===== src/logic/csio_pkg.sv =====
// Constants, field codes and carrier types of the clocked serial port.
// Assumes a single system clock; software drives the control fields as levels.
// Operation
// - Clock select code 111 takes the shift clock from the pin; codes 000-101 divide.
// - Codes 000-101 give six divided rates; 000 may use the slow clock; 110 unused.
// - Internal clock drives the clock pin, which is high when a transfer starts.
// - Internal clock stops and holds the shift while software lags the buffer.
// - Transmit bits change on the falling clock pin edge.
// - Receive bits are sampled on the rising clock pin edge.
// - Four-bit words use the low nibble; received upper nibble is zero.
// - Every word travels least significant bit first.
// - One to eight words per batch, then the completion interrupt pulses.
// - Transmit moves the next buffer word into the shifter after each word.
// - Transmit batch finished with empty buffer raises the buffer-empty interrupt.
// - Internal transmit waits after a batch until any buffer word is written.
// - A write (transmit) or read (receive) of any buffer word, even outside the count, releases the wait.
// - Run cleared while transmitting: finish the batch, then go inactive.
// - Abort ends the transfer at once and drops partial receive data.
// - External transmit without new data sends one dummy word, then ends.
// - Receive stores each word and signals buffer full after the batch.
// - Internal receive waits with clock stopped until any buffer word is read.
// - External receive with unread data drops the new word and stops.
// - Run cleared while receiving: store the word in progress, then stop.
// - Words go out and come in from buffer word zero upward.
package csio_pkg;

  localparam int          WORD_W       = 8;
  localparam int          IDX_W        = 3;
  localparam int          NIB_W        = 4;

  // Clock select codes and the divider exponent of each internal rate
  localparam logic [2:0]  CLK_SLOWEST  = 3'h0;
  localparam logic [2:0]  CLK_UNUSED   = 3'h6;
  localparam logic [2:0]  CLK_EXT      = 3'h7;
  localparam int          EXP_CODE0    = 13;
  localparam int          EXP_CODE1    = 8;
  localparam int          EXP_CODE2    = 7;
  localparam int          EXP_CODE3    = 6;
  localparam int          EXP_CODE4    = 5;
  localparam int          EXP_CODE5    = 4;
  localparam int          EXP_SLOW     = 5;

  // Transfer mode codes; the combined transmit/receive code is not served here
  localparam logic [2:0]  MODE_TX8     = 3'h0;
  localparam logic [2:0]  MODE_TX4     = 3'h2;
  localparam logic [2:0]  MODE_RX8     = 3'h5;
  localparam logic [2:0]  MODE_RX4     = 3'h6;

  localparam logic [7:0]  DUMMY_WORD   = 8'hFF;
  localparam logic [7:0]  RDATA_RESET  = 8'h00;
  localparam logic        SCK_IDLE     = 1'b1;

  typedef struct packed {
    logic [2:0] clock_select;
    logic [2:0] direction_mode_select;
    logic [2:0] word_count;
    logic       prescaler_tap_select;
    logic       slow_mode;
  } csio_cfg_t;

  typedef struct packed {
    logic               wr;
    logic               rd;
    logic [IDX_W-1:0]   addr;
    logic [WORD_W-1:0]  wdata;
  } csio_buf_req_t;

  typedef struct packed {
    logic transfer_active_flag;
    logic shift_active;
    logic auto_wait;
  } csio_status_t;

endpackage


===== src/logic/csio_core.sv =====
// Clocked serial port: divider, shift engine and eight-word buffer.
// Assumes control fields are steady during a transfer and pins are asynchronous.
`timescale 1ns/1ns
module csio_core #(
  parameter int DIV_W = 12
) (
  input  wire logic                    clk,
  input  wire logic                    rst,
  input  wire csio_pkg::csio_cfg_t     cfg,
  input  wire logic                    transfer_run,
  input  wire logic                    transfer_abort,
  input  wire csio_pkg::csio_buf_req_t host,
  output logic [7:0]                   buf_rdata,
  output csio_pkg::csio_status_t       status,
  output logic                         serial_done_interrupt,
  input  wire logic                    lf_clk,
  input  wire logic                    sck_in,
  output logic                         sck_out,
  output logic                         sck_oe,
  output logic                         so_out,
  input  wire logic                    si_in
);
  import csio_pkg::*;

  initial begin
    if (DIV_W < EXP_CODE0 - 1) begin
      $error("csio_core: DIV_W too small for the slowest rate");
    end
  end

  typedef enum logic [1:0] {ST_IDLE, ST_SHIFT, ST_WAIT} csio_state_t;

  // True when the low exp-1 bits of the divider are all ones: half a period
  function automatic logic div_tick(input logic [DIV_W-1:0] cnt, input int exp);
    logic [DIV_W-1:0] mask;
    mask = DIV_W'((1 << (exp - 1)) - 1);
    return (cnt & mask) == mask;
  endfunction

  //////////////////////////////////////////////////////////////////////////////
  // Pin synchronisers

  logic                sck_s1;
  logic                sck_s2;
  logic                sck_s3;
  logic                si_s1;
  logic                si_s2;
  logic                lf_s1;
  logic                lf_s2;
  logic                lf_s3;

  always_ff @(posedge clk or posedge rst) begin
    if (rst) begin
      sck_s1 <= 1'b1;
      sck_s2 <= 1'b1;
      sck_s3 <= 1'b1;
      si_s1  <= 1'b0;
      si_s2  <= 1'b0;
      lf_s1  <= 1'b0;
      lf_s2  <= 1'b0;
      lf_s3  <= 1'b0;
    end else begin
      sck_s1 <= sck_in;
      sck_s2 <= sck_s1;
      sck_s3 <= sck_s2;
      si_s1  <= si_in;
      si_s2  <= si_s1;
      lf_s1  <= lf_clk;
      lf_s2  <= lf_s1;
      lf_s3  <= lf_s2;
    end
  end

  //////////////////////////////////////////////////////////////////////////////
  // Rate dividers

  logic [DIV_W-1:0]    div_cnt;
  logic [EXP_SLOW-1:0] lf_cnt;
  logic                lf_rise;

  assign lf_rise = lf_s2 & ~lf_s3;

  always_ff @(posedge clk or posedge rst) begin
    if (rst) begin
      div_cnt <= '0;
      lf_cnt  <= '0;
    end else begin
      div_cnt <= div_cnt + DIV_W'(1);
      if (lf_rise) begin
        lf_cnt <= lf_cnt + EXP_SLOW'(1);
      end
    end
  end

  logic                use_ext;
  logic                use_slow;
  logic                int_tick;

  assign use_ext  = cfg.clock_select == CLK_EXT;
  assign use_slow = cfg.prescaler_tap_select | cfg.slow_mode;

  always_comb begin
    unique case (cfg.clock_select)
      3'h0:    int_tick = use_slow ? (lf_rise & (&lf_cnt[EXP_SLOW-2:0]))
                                   : div_tick(div_cnt, EXP_CODE0);
      3'h1:    int_tick = div_tick(div_cnt, EXP_CODE1);
      3'h2:    int_tick = div_tick(div_cnt, EXP_CODE2);
      3'h3:    int_tick = div_tick(div_cnt, EXP_CODE3);
      3'h4:    int_tick = div_tick(div_cnt, EXP_CODE4);
      3'h5:    int_tick = div_tick(div_cnt, EXP_CODE5);
      default: int_tick = 1'b0;
    endcase
  end

  //////////////////////////////////////////////////////////////////////////////
  // Shift clock and edge events

  csio_state_t         state;
  logic                sck_int;
  logic                shifting;
  logic                fall_ev;
  logic                rise_ev;

  assign shifting = state == ST_SHIFT;
  // Pin lag of the external clock is two cycles; leaves room for it
  assign fall_ev  = shifting & (use_ext ? (~sck_s2 & sck_s3) : (int_tick & sck_int));
  assign rise_ev  = shifting & (use_ext ? (sck_s2 & ~sck_s3) : (int_tick & ~sck_int));

  always_ff @(posedge clk or posedge rst) begin
    if (rst) begin
      sck_int <= SCK_IDLE;
    end else if (!shifting) begin
      sck_int <= SCK_IDLE;
    end else if (!use_ext && int_tick) begin
      sck_int <= ~sck_int;
    end
  end

  assign sck_out = sck_int;
  assign sck_oe  = ~use_ext;

  //////////////////////////////////////////////////////////////////////////////
  // Mode decode and word-end decisions

  logic                is_tx;
  logic                is_rx;
  logic                is_nib;
  logic                mode_ok;
  logic                run_q;
  logic                start;
  logic [2:0]          bit_cnt;
  logic [IDX_W-1:0]    word_idx;
  logic [WORD_W-1:0]   tx_sh;
  logic [WORD_W-1:0]   rx_sh;
  logic [WORD_W-1:0]   rx_next;
  logic [WORD_W-1:0]   rx_word;
  logic                end_after;
  logic                touched;
  logic                unread;
  logic                touch_now;
  logic                word_end;
  logic                batch_end;
  logic                store_en;
  logic [WORD_W-1:0]   mem [0:7];

  assign is_tx   = (cfg.direction_mode_select == MODE_TX8) |
                   (cfg.direction_mode_select == MODE_TX4);
  assign is_rx   = (cfg.direction_mode_select == MODE_RX8) |
                   (cfg.direction_mode_select == MODE_RX4);
  assign is_nib  = (cfg.direction_mode_select == MODE_TX4) |
                   (cfg.direction_mode_select == MODE_RX4);
  assign mode_ok = (is_tx | is_rx) & (cfg.clock_select != CLK_UNUSED);
  assign start   = (state == ST_IDLE) & transfer_run & ~run_q & ~transfer_abort & mode_ok;

  // A write in transmit or a read in receive counts, whatever the address
  assign touch_now = is_tx ? host.wr : host.rd;

  assign word_end  = rise_ev & (bit_cnt == (is_nib ? 3'h3 : 3'h7));
  assign batch_end = word_end & (word_idx == cfg.word_count);
  assign rx_next   = {si_s2, rx_sh[WORD_W-1:1]};
  assign rx_word   = is_nib ? {NIB_W'(0), rx_next[WORD_W-1:NIB_W]} : rx_next;
  // New word is dropped when the last batch was never read
  assign store_en  = word_end & is_rx & ~transfer_abort & ~(use_ext & unread);

  always_ff @(posedge clk or posedge rst) begin
    if (rst) begin
      run_q <= 1'b0;
    end else begin
      run_q <= transfer_run;
    end
  end

  //////////////////////////////////////////////////////////////////////////////
  // Software access tracking: access wins over the clear at a batch end

  always_ff @(posedge clk or posedge rst) begin
    if (rst) begin
      touched <= 1'b0;
      unread  <= 1'b0;
    end else if (start || transfer_abort) begin
      touched <= 1'b0;
      unread  <= 1'b0;
    end else begin
      if (touch_now) begin
        touched <= 1'b1;
      end else if (batch_end || (state == ST_WAIT && touched)) begin
        touched <= 1'b0;
      end
      if (host.rd) begin
        unread <= 1'b0;
      end else if (batch_end && is_rx && !touched) begin
        unread <= 1'b1;
      end
    end
  end

  //////////////////////////////////////////////////////////////////////////////
  // Transfer engine

  always_ff @(posedge clk or posedge rst) begin
    if (rst) begin
      state                 <= ST_IDLE;
      bit_cnt               <= 3'h0;
      word_idx              <= '0;
      tx_sh                 <= '0;
      rx_sh                 <= '0;
      so_out                <= 1'b1;
      end_after             <= 1'b0;
      serial_done_interrupt <= 1'b0;
    end else begin
      serial_done_interrupt <= 1'b0;
      if (transfer_abort) begin
        state     <= ST_IDLE;
        bit_cnt   <= 3'h0;
        end_after <= 1'b0;
      end else if (start) begin
        state     <= ST_SHIFT;
        bit_cnt   <= 3'h0;
        word_idx  <= '0;
        tx_sh     <= mem[0];
        end_after <= 1'b0;
      end else if (state == ST_WAIT) begin
        if (!transfer_run) begin
          state <= ST_IDLE;
        end else if (touched) begin
          state <= ST_SHIFT;
          tx_sh <= mem[0];
        end
      end else if (shifting) begin
        if (fall_ev && is_tx) begin
          so_out <= tx_sh[0];
          tx_sh  <= {1'b0, tx_sh[WORD_W-1:1]};
        end
        if (rise_ev) begin
          rx_sh   <= rx_next;
          bit_cnt <= bit_cnt + 3'h1;
        end
        if (word_end) begin
          bit_cnt <= 3'h0;
          if (is_rx && use_ext && unread) begin
            state <= ST_IDLE;
          end else if (end_after || (is_rx && !transfer_run)) begin
            state <= ST_IDLE;
          end else if (batch_end) begin
            serial_done_interrupt <= 1'b1;
            word_idx              <= '0;
            tx_sh                 <= mem[0];
            if (!transfer_run) begin
              state <= ST_IDLE;
            end else if (touched || touch_now) begin
              state <= ST_SHIFT;
            end else if (!use_ext) begin
              state <= ST_WAIT;
            end else if (is_tx) begin
              tx_sh     <= DUMMY_WORD;
              end_after <= 1'b1;
            end
          end else begin
            word_idx <= word_idx + IDX_W'(1);
            tx_sh    <= mem[word_idx + IDX_W'(1)];
          end
        end
      end
    end
  end

  //////////////////////////////////////////////////////////////////////////////
  // Word buffer; a received word is stored and a same-cycle write to any slot is lost

  always_ff @(posedge clk) begin
    if (store_en) begin
      mem[word_idx] <= rx_word;
    end else if (host.wr) begin
      mem[host.addr] <= host.wdata;
    end
  end

  always_ff @(posedge clk or posedge rst) begin
    if (rst) begin
      buf_rdata <= RDATA_RESET;
    end else if (host.rd) begin
      buf_rdata <= mem[host.addr];
    end
  end

  assign status.transfer_active_flag = state != ST_IDLE;
  assign status.shift_active         = shifting;
  assign status.auto_wait            = state == ST_WAIT;

endmodule


===== config.mk =====
export PLATFORM = sky130hd
export DESIGN_NAME = csio_core
export DESIGN_NICKNAME = d
export VERILOG_FILES = /design/src/logic/csio_pkg.sv /design/src/logic/csio_core.sv
export SDC_FILE = /design/constraint.sdc
export NUM_CORES = 1
export LEC_CHECK = 0
export BUFFER_PORTS_ARGS = -buffer_cell sky130_fd_sc_hd__buf_2
export CAP_MARGIN = 25
export CORE_MARGIN = 2
export CORE_UTILIZATION = 55
export DETAILED_ROUTE_END_ITERATION = 8
export MAX_ROUTING_LAYER = met4
export PLACE_DENSITY_LB_ADDON = 0.08
export SLEW_MARGIN = 10
export SYNTH_ARGS = -nofsm -noshare
export SYNTH_HDL_FRONTEND = slang
export SYNTH_SLANG_ARGS = --single-unit

===== constraint.sdc =====
create_clock -name clk -period 2.9 [get_ports clk]
set_input_delay 0.58 -clock clk [delete_from_list [all_inputs] [get_ports clk]]
set_output_delay 0.58 -clock clk [all_outputs]
set_load 0.05 [all_outputs]

Word-level counts from Yosys, hierarchy flattened
Memory sizes are Yosys's and may differ from the RTL's. A register that Yosys moved wholly into a read port is not among the register bits.
Cells that the tools add are included.
{"block": "totals", "reg_bits": 56, "latchBits": 0, "ramBits": 64, "mem_bits_ro": 0, "inputBits": 31, "output_inout_bits": 15, "mem_count": 1}
{"block": "op_classes", "n_addsub": 4, "mul": 0, "div": 0, "magnitude_cmp": 0, "eq_ne": 32, "shifts": 0, "n_mux": 83, "bitwise_logic": 34, "reduce_logical": 43}
{"memory": "mem", "words": 8, "width": 8, "rd": 3, "rd_ports_with_merged_regs": 1, "wr": 1, "line": "csio_core.sv:164", "text": "logic [WORD_W-1:0] mem [0:7];"}
{"op": "$mux 8", "n": 16}
{"op": "$mux 3", "n": 15}
{"op": "$mux 1", "n": 38}
{"op": "$reduce_bool 3->1", "n": 9}
{"op": "$mux 2", "n": 13}
{"op": "$and 1x1->1", "n": 19}
{"op": "$eq 3x3->1 const B", "n": 6}
{"op": "$reduce_and 5->1", "n": 3}
{"op": "$add 12x1->12 const B", "n": 1}
{"op": "$eq 12x12->1 const B", "n": 1}
{"op": "$ne 3x3->1 const B", "n": 4}
{"op": "$reduce_bool 4->1", "n": 3}
{"op": "$not 1->1", "n": 10}
{"op": "$reduce_and 10->1", "n": 1}
{"op": "$eq 3x2->1 const B", "n": 3}
{"op": "$logic_and 1x1->1", "n": 8}
{"op": "$ne 8x4->1 const B", "n": 1}
{"op": "$reduce_and 4->1", "n": 2}
{"op": "$reduce_or 8->1", "n": 1}
{"op": "$eq 7x7->1 const B", "n": 1}
{"op": "$add 3x1->3 const B", "n": 2}
{"op": "$eq 3x3->1", "n": 2}
{"op": "$eq 6x6->1 const B", "n": 1}
{"op": "$logic_not 3->1", "n": 2}
{"op": "20 further kinds", "n": 34}

Depth between registers and ports, before layout
{"block": "logic_depth", "ltp_word": 18, "mapped_depth": 12, "ltp_nobuf": 10}

Worst setup path after synthesis
No wires, ideal clock.
{"block": "synth_timing", "kind": "input-to-reg", "from": "in cfg[8] (netlist bit)", "to": "mem mem[0][0] (enable)", "setup_ps": 370, "arrival_ps": 2397, "t_required_ps": 2530, "path_slack_ps": 133, "path_stages": 7, "n_path_buf": 0, "path_cell_list": "nor4_1 nand4_1 a211oi_4 nand2_1 nand2_1 mux2_2 nor2_1"}
{"block": "synth_via", "elab_chain_len": 13, "elab_cells_between_ends": 24}
{"item": "from (decl)", "line": "csio_core.sv:9", "text": "input wire csio_pkg::csio_cfg_t cfg,"}
{"item": "$eq 3x3->1 (tied with other cells)", "line": "csio_core.sv:103", "text": "unique case (cfg.clock_select)"}
{"item": "$pmux 1 s6", "line": "csio_core.sv:103"}
{"item": "$and 1x1->1", "line": "csio_core.sv:127", "text": "assign rise_ev = shifting & (use_ext ? (sck_s2 & ~sck_s3) : (int_tick & ~sck_int));"}
{"item": "$mux 1", "line": "csio_core.sv:127"}
{"item": "$and 1x1->1", "line": "csio_core.sv:127"}
{"item": "$and 1x1->1", "line": "csio_core.sv:178", "text": "assign word_end = rise_ev & (bit_cnt == (is_nib ? 3'h3 : 3'h7));"}
{"item": "$and 1x1->1 (2 in series)", "line": "csio_core.sv:183", "text": "assign store_en = word_end & is_rx & ~transfer_abort & ~(use_ext & unread);"}
{"item": "$and 1x1->1 (*)", "line": "csio_core.sv:183"}
{"item": "$mux 1", "line": "csio_core.sv:291", "text": "if (store_en) begin"}
{"item": "$mux 1 (not written as such)", "line": "csio_core.sv:294", "text": "mem[host.addr] <= host.wdata;"}
{"item": "$reduce_or 8->1 (no line)"}
{"item": "$mux 3 (no line) or $mux 1 (tied branches)"}
{"item": "to (decl)", "line": "csio_core.sv:164"}
Every way passes the cells marked *; elsewhere a longest branch is shown, timed or not.

Worst setup path in the final report
{"block": "layout_timing", "from": "reg div_cnt[0]", "to": "mem mem[5][0] (enable)"}
{"block": "layout_via", "elab_chain_len": 14, "elab_cells_between_ends": 22}
{"item": "from (decl)", "line": "csio_core.sv:77", "text": "logic [DIV_W-1:0] div_cnt;"}
{"item": "from (signal assigned)", "line": "csio_core.sv:88", "text": "div_cnt <= div_cnt + DIV_W'(1);"}
{"item": "$eq 12x12->1", "line": "csio_core.sv:37", "text": "return (cnt & mask) == mask;"}
{"item": "$mux 1", "line": "csio_core.sv:104", "text": "3'h0: int_tick = use_slow ? (lf_rise & (&lf_cnt[EXP_SLOW-2:0]))"}
{"item": "$pmux 1 s6 (*)", "line": "csio_core.sv:103"}
{"item": "$and 1x1->1 (*)", "line": "csio_core.sv:127"}
{"item": "$mux 1 (*)", "line": "csio_core.sv:127"}
{"item": "$and 1x1->1 (*)", "line": "csio_core.sv:127"}
{"item": "$and 1x1->1 (*)", "line": "csio_core.sv:178"}
{"item": "$and 1x1->1 (*) (3 in series)", "line": "csio_core.sv:183"}
{"item": "$mux 1", "line": "csio_core.sv:291"}
{"item": "$mux 1 (not written as such)", "line": "csio_core.sv:294"}
{"item": "$reduce_or 8->1 (no line)"}
{"item": "$mux 3 (no line) or $mux 1 (tied branches)"}
Marked as above.

==> results.toml <==
[clock_tree]
sinks_on_clock_net = 126
clkSlewWorstSetupHoldPaths_ps = 60
clock_tree.root_cell = "sky130_fd_sc_hd__clkbuf_16"
cts_tree = "built"
cts_hold_buf = 0
htree_levels = 4
numCtsBuffers = 17
clock_latency_ps = 420
post_cts.repair.setup_buffers = 0
clk_buf_depth = 2

[worst_hold_path]
timing.hold.worst.class = "in2reg"

[place]
place.gp.congestion = 0.8948
place.detailed.instances = 708
placement_cell_area_um2 = 7036
dpl.hpwl_um = 10720
detailedPlace.worstSlack_ps = -141.0
numPortBuffers = 45

[sta]
setup_tns_ps = 0
least_margin_pin_slew_ps = 843.6
finalHoldWorstSlack_ps = 261.4
fin_ws_ps = 150.9
report.final.hold_viol_count = 0
finClkSkew_ps = 7.320
timing.final.crit_period_ps = 2749
period_share_pct = 94.80
clock.fmax_mhz = 363.8
max-slew-margin-rel_pct = 43.68
final-setup-viol-count = 0
rsz0062_at_grt = "true"
timing_max_transition_violations_final = 0

[power_and_ir_drop]
power.density_nw_per_um2 = 625.9
ir_drop_mv = 0.5061
p_leak_uw = 0.003057

[logic_synthesis]
synth.cells.most_frequent = "64 x sky130_fd_sc_hd__edfxtp_1, 57 x sky130_fd_sc_hd__dfrtp_1, 44 x sky130_fd_sc_hd__nor2_1"
synth.area.top_cells = "sky130_fd_sc_hd__edfxtp_1 30%, sky130_fd_sc_hd__dfrtp_1 23%, sky130_fd_sc_hd__mux4_2 11%, sky130_fd_sc_hd__mux2_2 3.7%, sky130_fd_sc_hd__nor2_1 2.6%"
synth_edf_count = 64
postSynthNetCount = 527
synthDominantAreaCellType = "sky130_fd_sc_hd__edfxtp_1"
synthFlopType = "sky130_fd_sc_hd__edfxtp_1"
synth-async-reset-ratio_pct = 49.21
yosys_top_cell_area_share_pct = 30.37
synthesis.instances = 487
yosysSeqAreaShare_pct = 54.98
yosys_register_bits = 126
avgSynthCellArea_um2 = 13.00
syn-cell-area_um2 = 6329
yosys.cell_types.count = 66
yosys_warnings = 0
post-synth-top-count-cell = "sky130_fd_sc_hd__edfxtp_1"

[critical_path]
worst-path-max-fanout = 8
cp_max_stage_delay_ps = 480
crit_required_ps = 2960
worst-setup-path-type = "reg2reg"
crit_top_cell = "sky130_fd_sc_hd__ha_1"
critical_path.slowest_cell = "sky130_fd_sc_hd__nor2_2"
worst_ep_arrival_time_ps = 2810
worstPathCellList = "ha_1, and3_1, ha_1, inv_1, o31a_1, nand3_1, a21oi_2, nand2_1, mux2i_2, nor2_2"
worstSetupStartpointType = "register"
timing.critical_path.to_type = "register"

[cells_and_area]
postLayoutCellArea_um2 = 7711
net_count_final = 624
area_growth_syn_to_layout_pct = 21.85
instances_no_fill = 740
diodes = 0
layout-drive-gt1-share_pct = 35.18

[detailed_routing]
drt_iter0_drcs = 353
drt_wl_total_um = 14710
dr.pass1.iters = 5
via_per_inst = 6.047
dr_total_vias = 4475
routed_wire_length_per_instance_um = 19.87
route.detailed.drc = 0
drtAntennaViolNets = 0

[run_status]
outcome = "completed"

[die]
io_pins = 46
dieArea_um2 = 12380
placementRows = 39
design.core.area_um2 = 11320
die-width_um = 111.3
initial_util_pct = 55.90
die_height_um = 111.3

[grt]
grt_overflow = 0
antenna_violations_before_repair = 0
grt_pass1_vias = 4420
grt.total_usage_pct = 26.14
global_route_wire_length_before_repair_um = 23840
grt_start_max_net_pins = 41

[flow_run]
maxCapViolations = 0
registers in the layout, summed over array words and instances, names as in the netlist, 2 cells and up:
signal,count
state,2
bit_cnt,3
buf_rdata,8
word_idx,3
tx_sh,8
rx_sh,7
div_cnt,12
lf_cnt,4
mem,64
what timing repair did:
item                                    in CTS  in global routing
gates resized for setup                      2                 12
gates cloned                                 0                  0
endpoints found under the setup margin      16                 64
where the power goes:
| part | switching, uW | total, uW | internal, uW | leakage [uW] |
|---|---|---|---|---|
| clock | 792 | 2230 | 1440 | 0.000296 |
| combinational | 315 | 552 | 236 | 0.00141 |
| sequential | 63.7 | 2040 | 1980 | 0.00135 |
routing by layer:
layer | wire length (um) | global-route usage [%]
met1 | 6644 | 35.75
met5 | 0 | -
met4 | 291 | 8.889
met2 | 7028 | 38.98
met3 | 741 | 6.342
placed cells by master, fill, tap and decap left out, types with 5 or more instances in the layout:
cell type / synthesis / final
sky130_fd_sc_hd__xnor2_1: 14 / 14
sky130_fd_sc_hd__clkbuf_16: 0 / 17
sky130_fd_sc_hd__nand2b_1: 7 / 7
sky130_fd_sc_hd__buf_4: 3 / 51
sky130_fd_sc_hd__mux2i_1: 15 / 14
sky130_fd_sc_hd__nand3_1: 15 / 14
sky130_fd_sc_hd__inv_1: 18 / 17
sky130_fd_sc_hd__a31oi_1: 6 / 5
sky130_fd_sc_hd__o21ai_1: 4 / 5
sky130_fd_sc_hd__nor2b_1: 6 / 6
sky130_fd_sc_hd__buf_2: 4 / 45
sky130_fd_sc_hd__edfxtp_1: 64 / 64
sky130_fd_sc_hd__mux4_2: 32 / 32
sky130_fd_sc_hd__dfrtp_1: 57 / 57
sky130_fd_sc_hd__nor2_1: 44 / 41
sky130_fd_sc_hd__ha_1: 9 / 9
sky130_fd_sc_hd__dfstp_2: 5 / 5
sky130_fd_sc_hd__nand4_1: 7 / 7
sky130_fd_sc_hd__nor3_1: 7 / 6
sky130_fd_sc_hd__o21ai_0: 7 / 6
sky130_fd_sc_hd__nand2_1: 36 / 36
sky130_fd_sc_hd__a21oi_1: 20 / 19
sky130_fd_sc_hd__o22ai_1: 8 / 8
sky130_fd_sc_hd__mux2_2: 21 / 21
logic make-up (layout without fill, tap and decap cells):
group / count (synthesis) / after routing / synth area share [%]
muxes: 68 / 68 / 17.50
DFF: 126 / 126 / 54.98
xor gates and xnor gates: 18 / 18 / 2.491
AOI/OAI and AO/OA: 75 / 75 / 8.363
adders and majority gates: 9 / 9 / 1.779
and+or+nand+nor: 152 / 152 / 12.20
buffers and inverters: 39 / 149 / 2.689
cell type report:
cell class	count	area, um2
fill	809	3610
clock inverter	13	187.7
inverter	18	67.56
timing repair buffer	99	641.9
tap	143	178.9
clock buffer	19	432.9
multi-input combinational	322	2723
sequential	126	3480
critical path: cells and delay by family (launching register included):
| kind | cells | cell delay, ps |
|---|---|---|
| fa+ha+maj | 2 | 410 |
| simple gates | 4 | 940 |
| flops | 1 | 380 |
| compound gates | 2 | 370 |
| mux | 1 | 250 |
| buf+inv | 1 | 50 |
final timing paths:
path / from / endpoint / slack, ps / cells past startpoint
min: sck_in / sck_s1 / 260 / 1
min reg2reg: lf_s1 / lf_s2 / 350 / 0
max: div_cnt[0] / mem[5][0] / 150 / 10
min in group asynchronous: rst / lf_cnt[0] / 330 / 2
max reg2reg: div_cnt[0] / mem[5][0] / 150 / 10
max in group asynchronous: rst / lf_s3 / 1880 / 3
per-stage QoR:
step	util, %	power, uW
after detailed placement	62.15	2618
after global placement	62.15	2603
final	68.11	4826
after floorplan	-	2431
after CTS	67.65	4848
after global routing	68.11	4992
(Power assumes the default switching activity.)
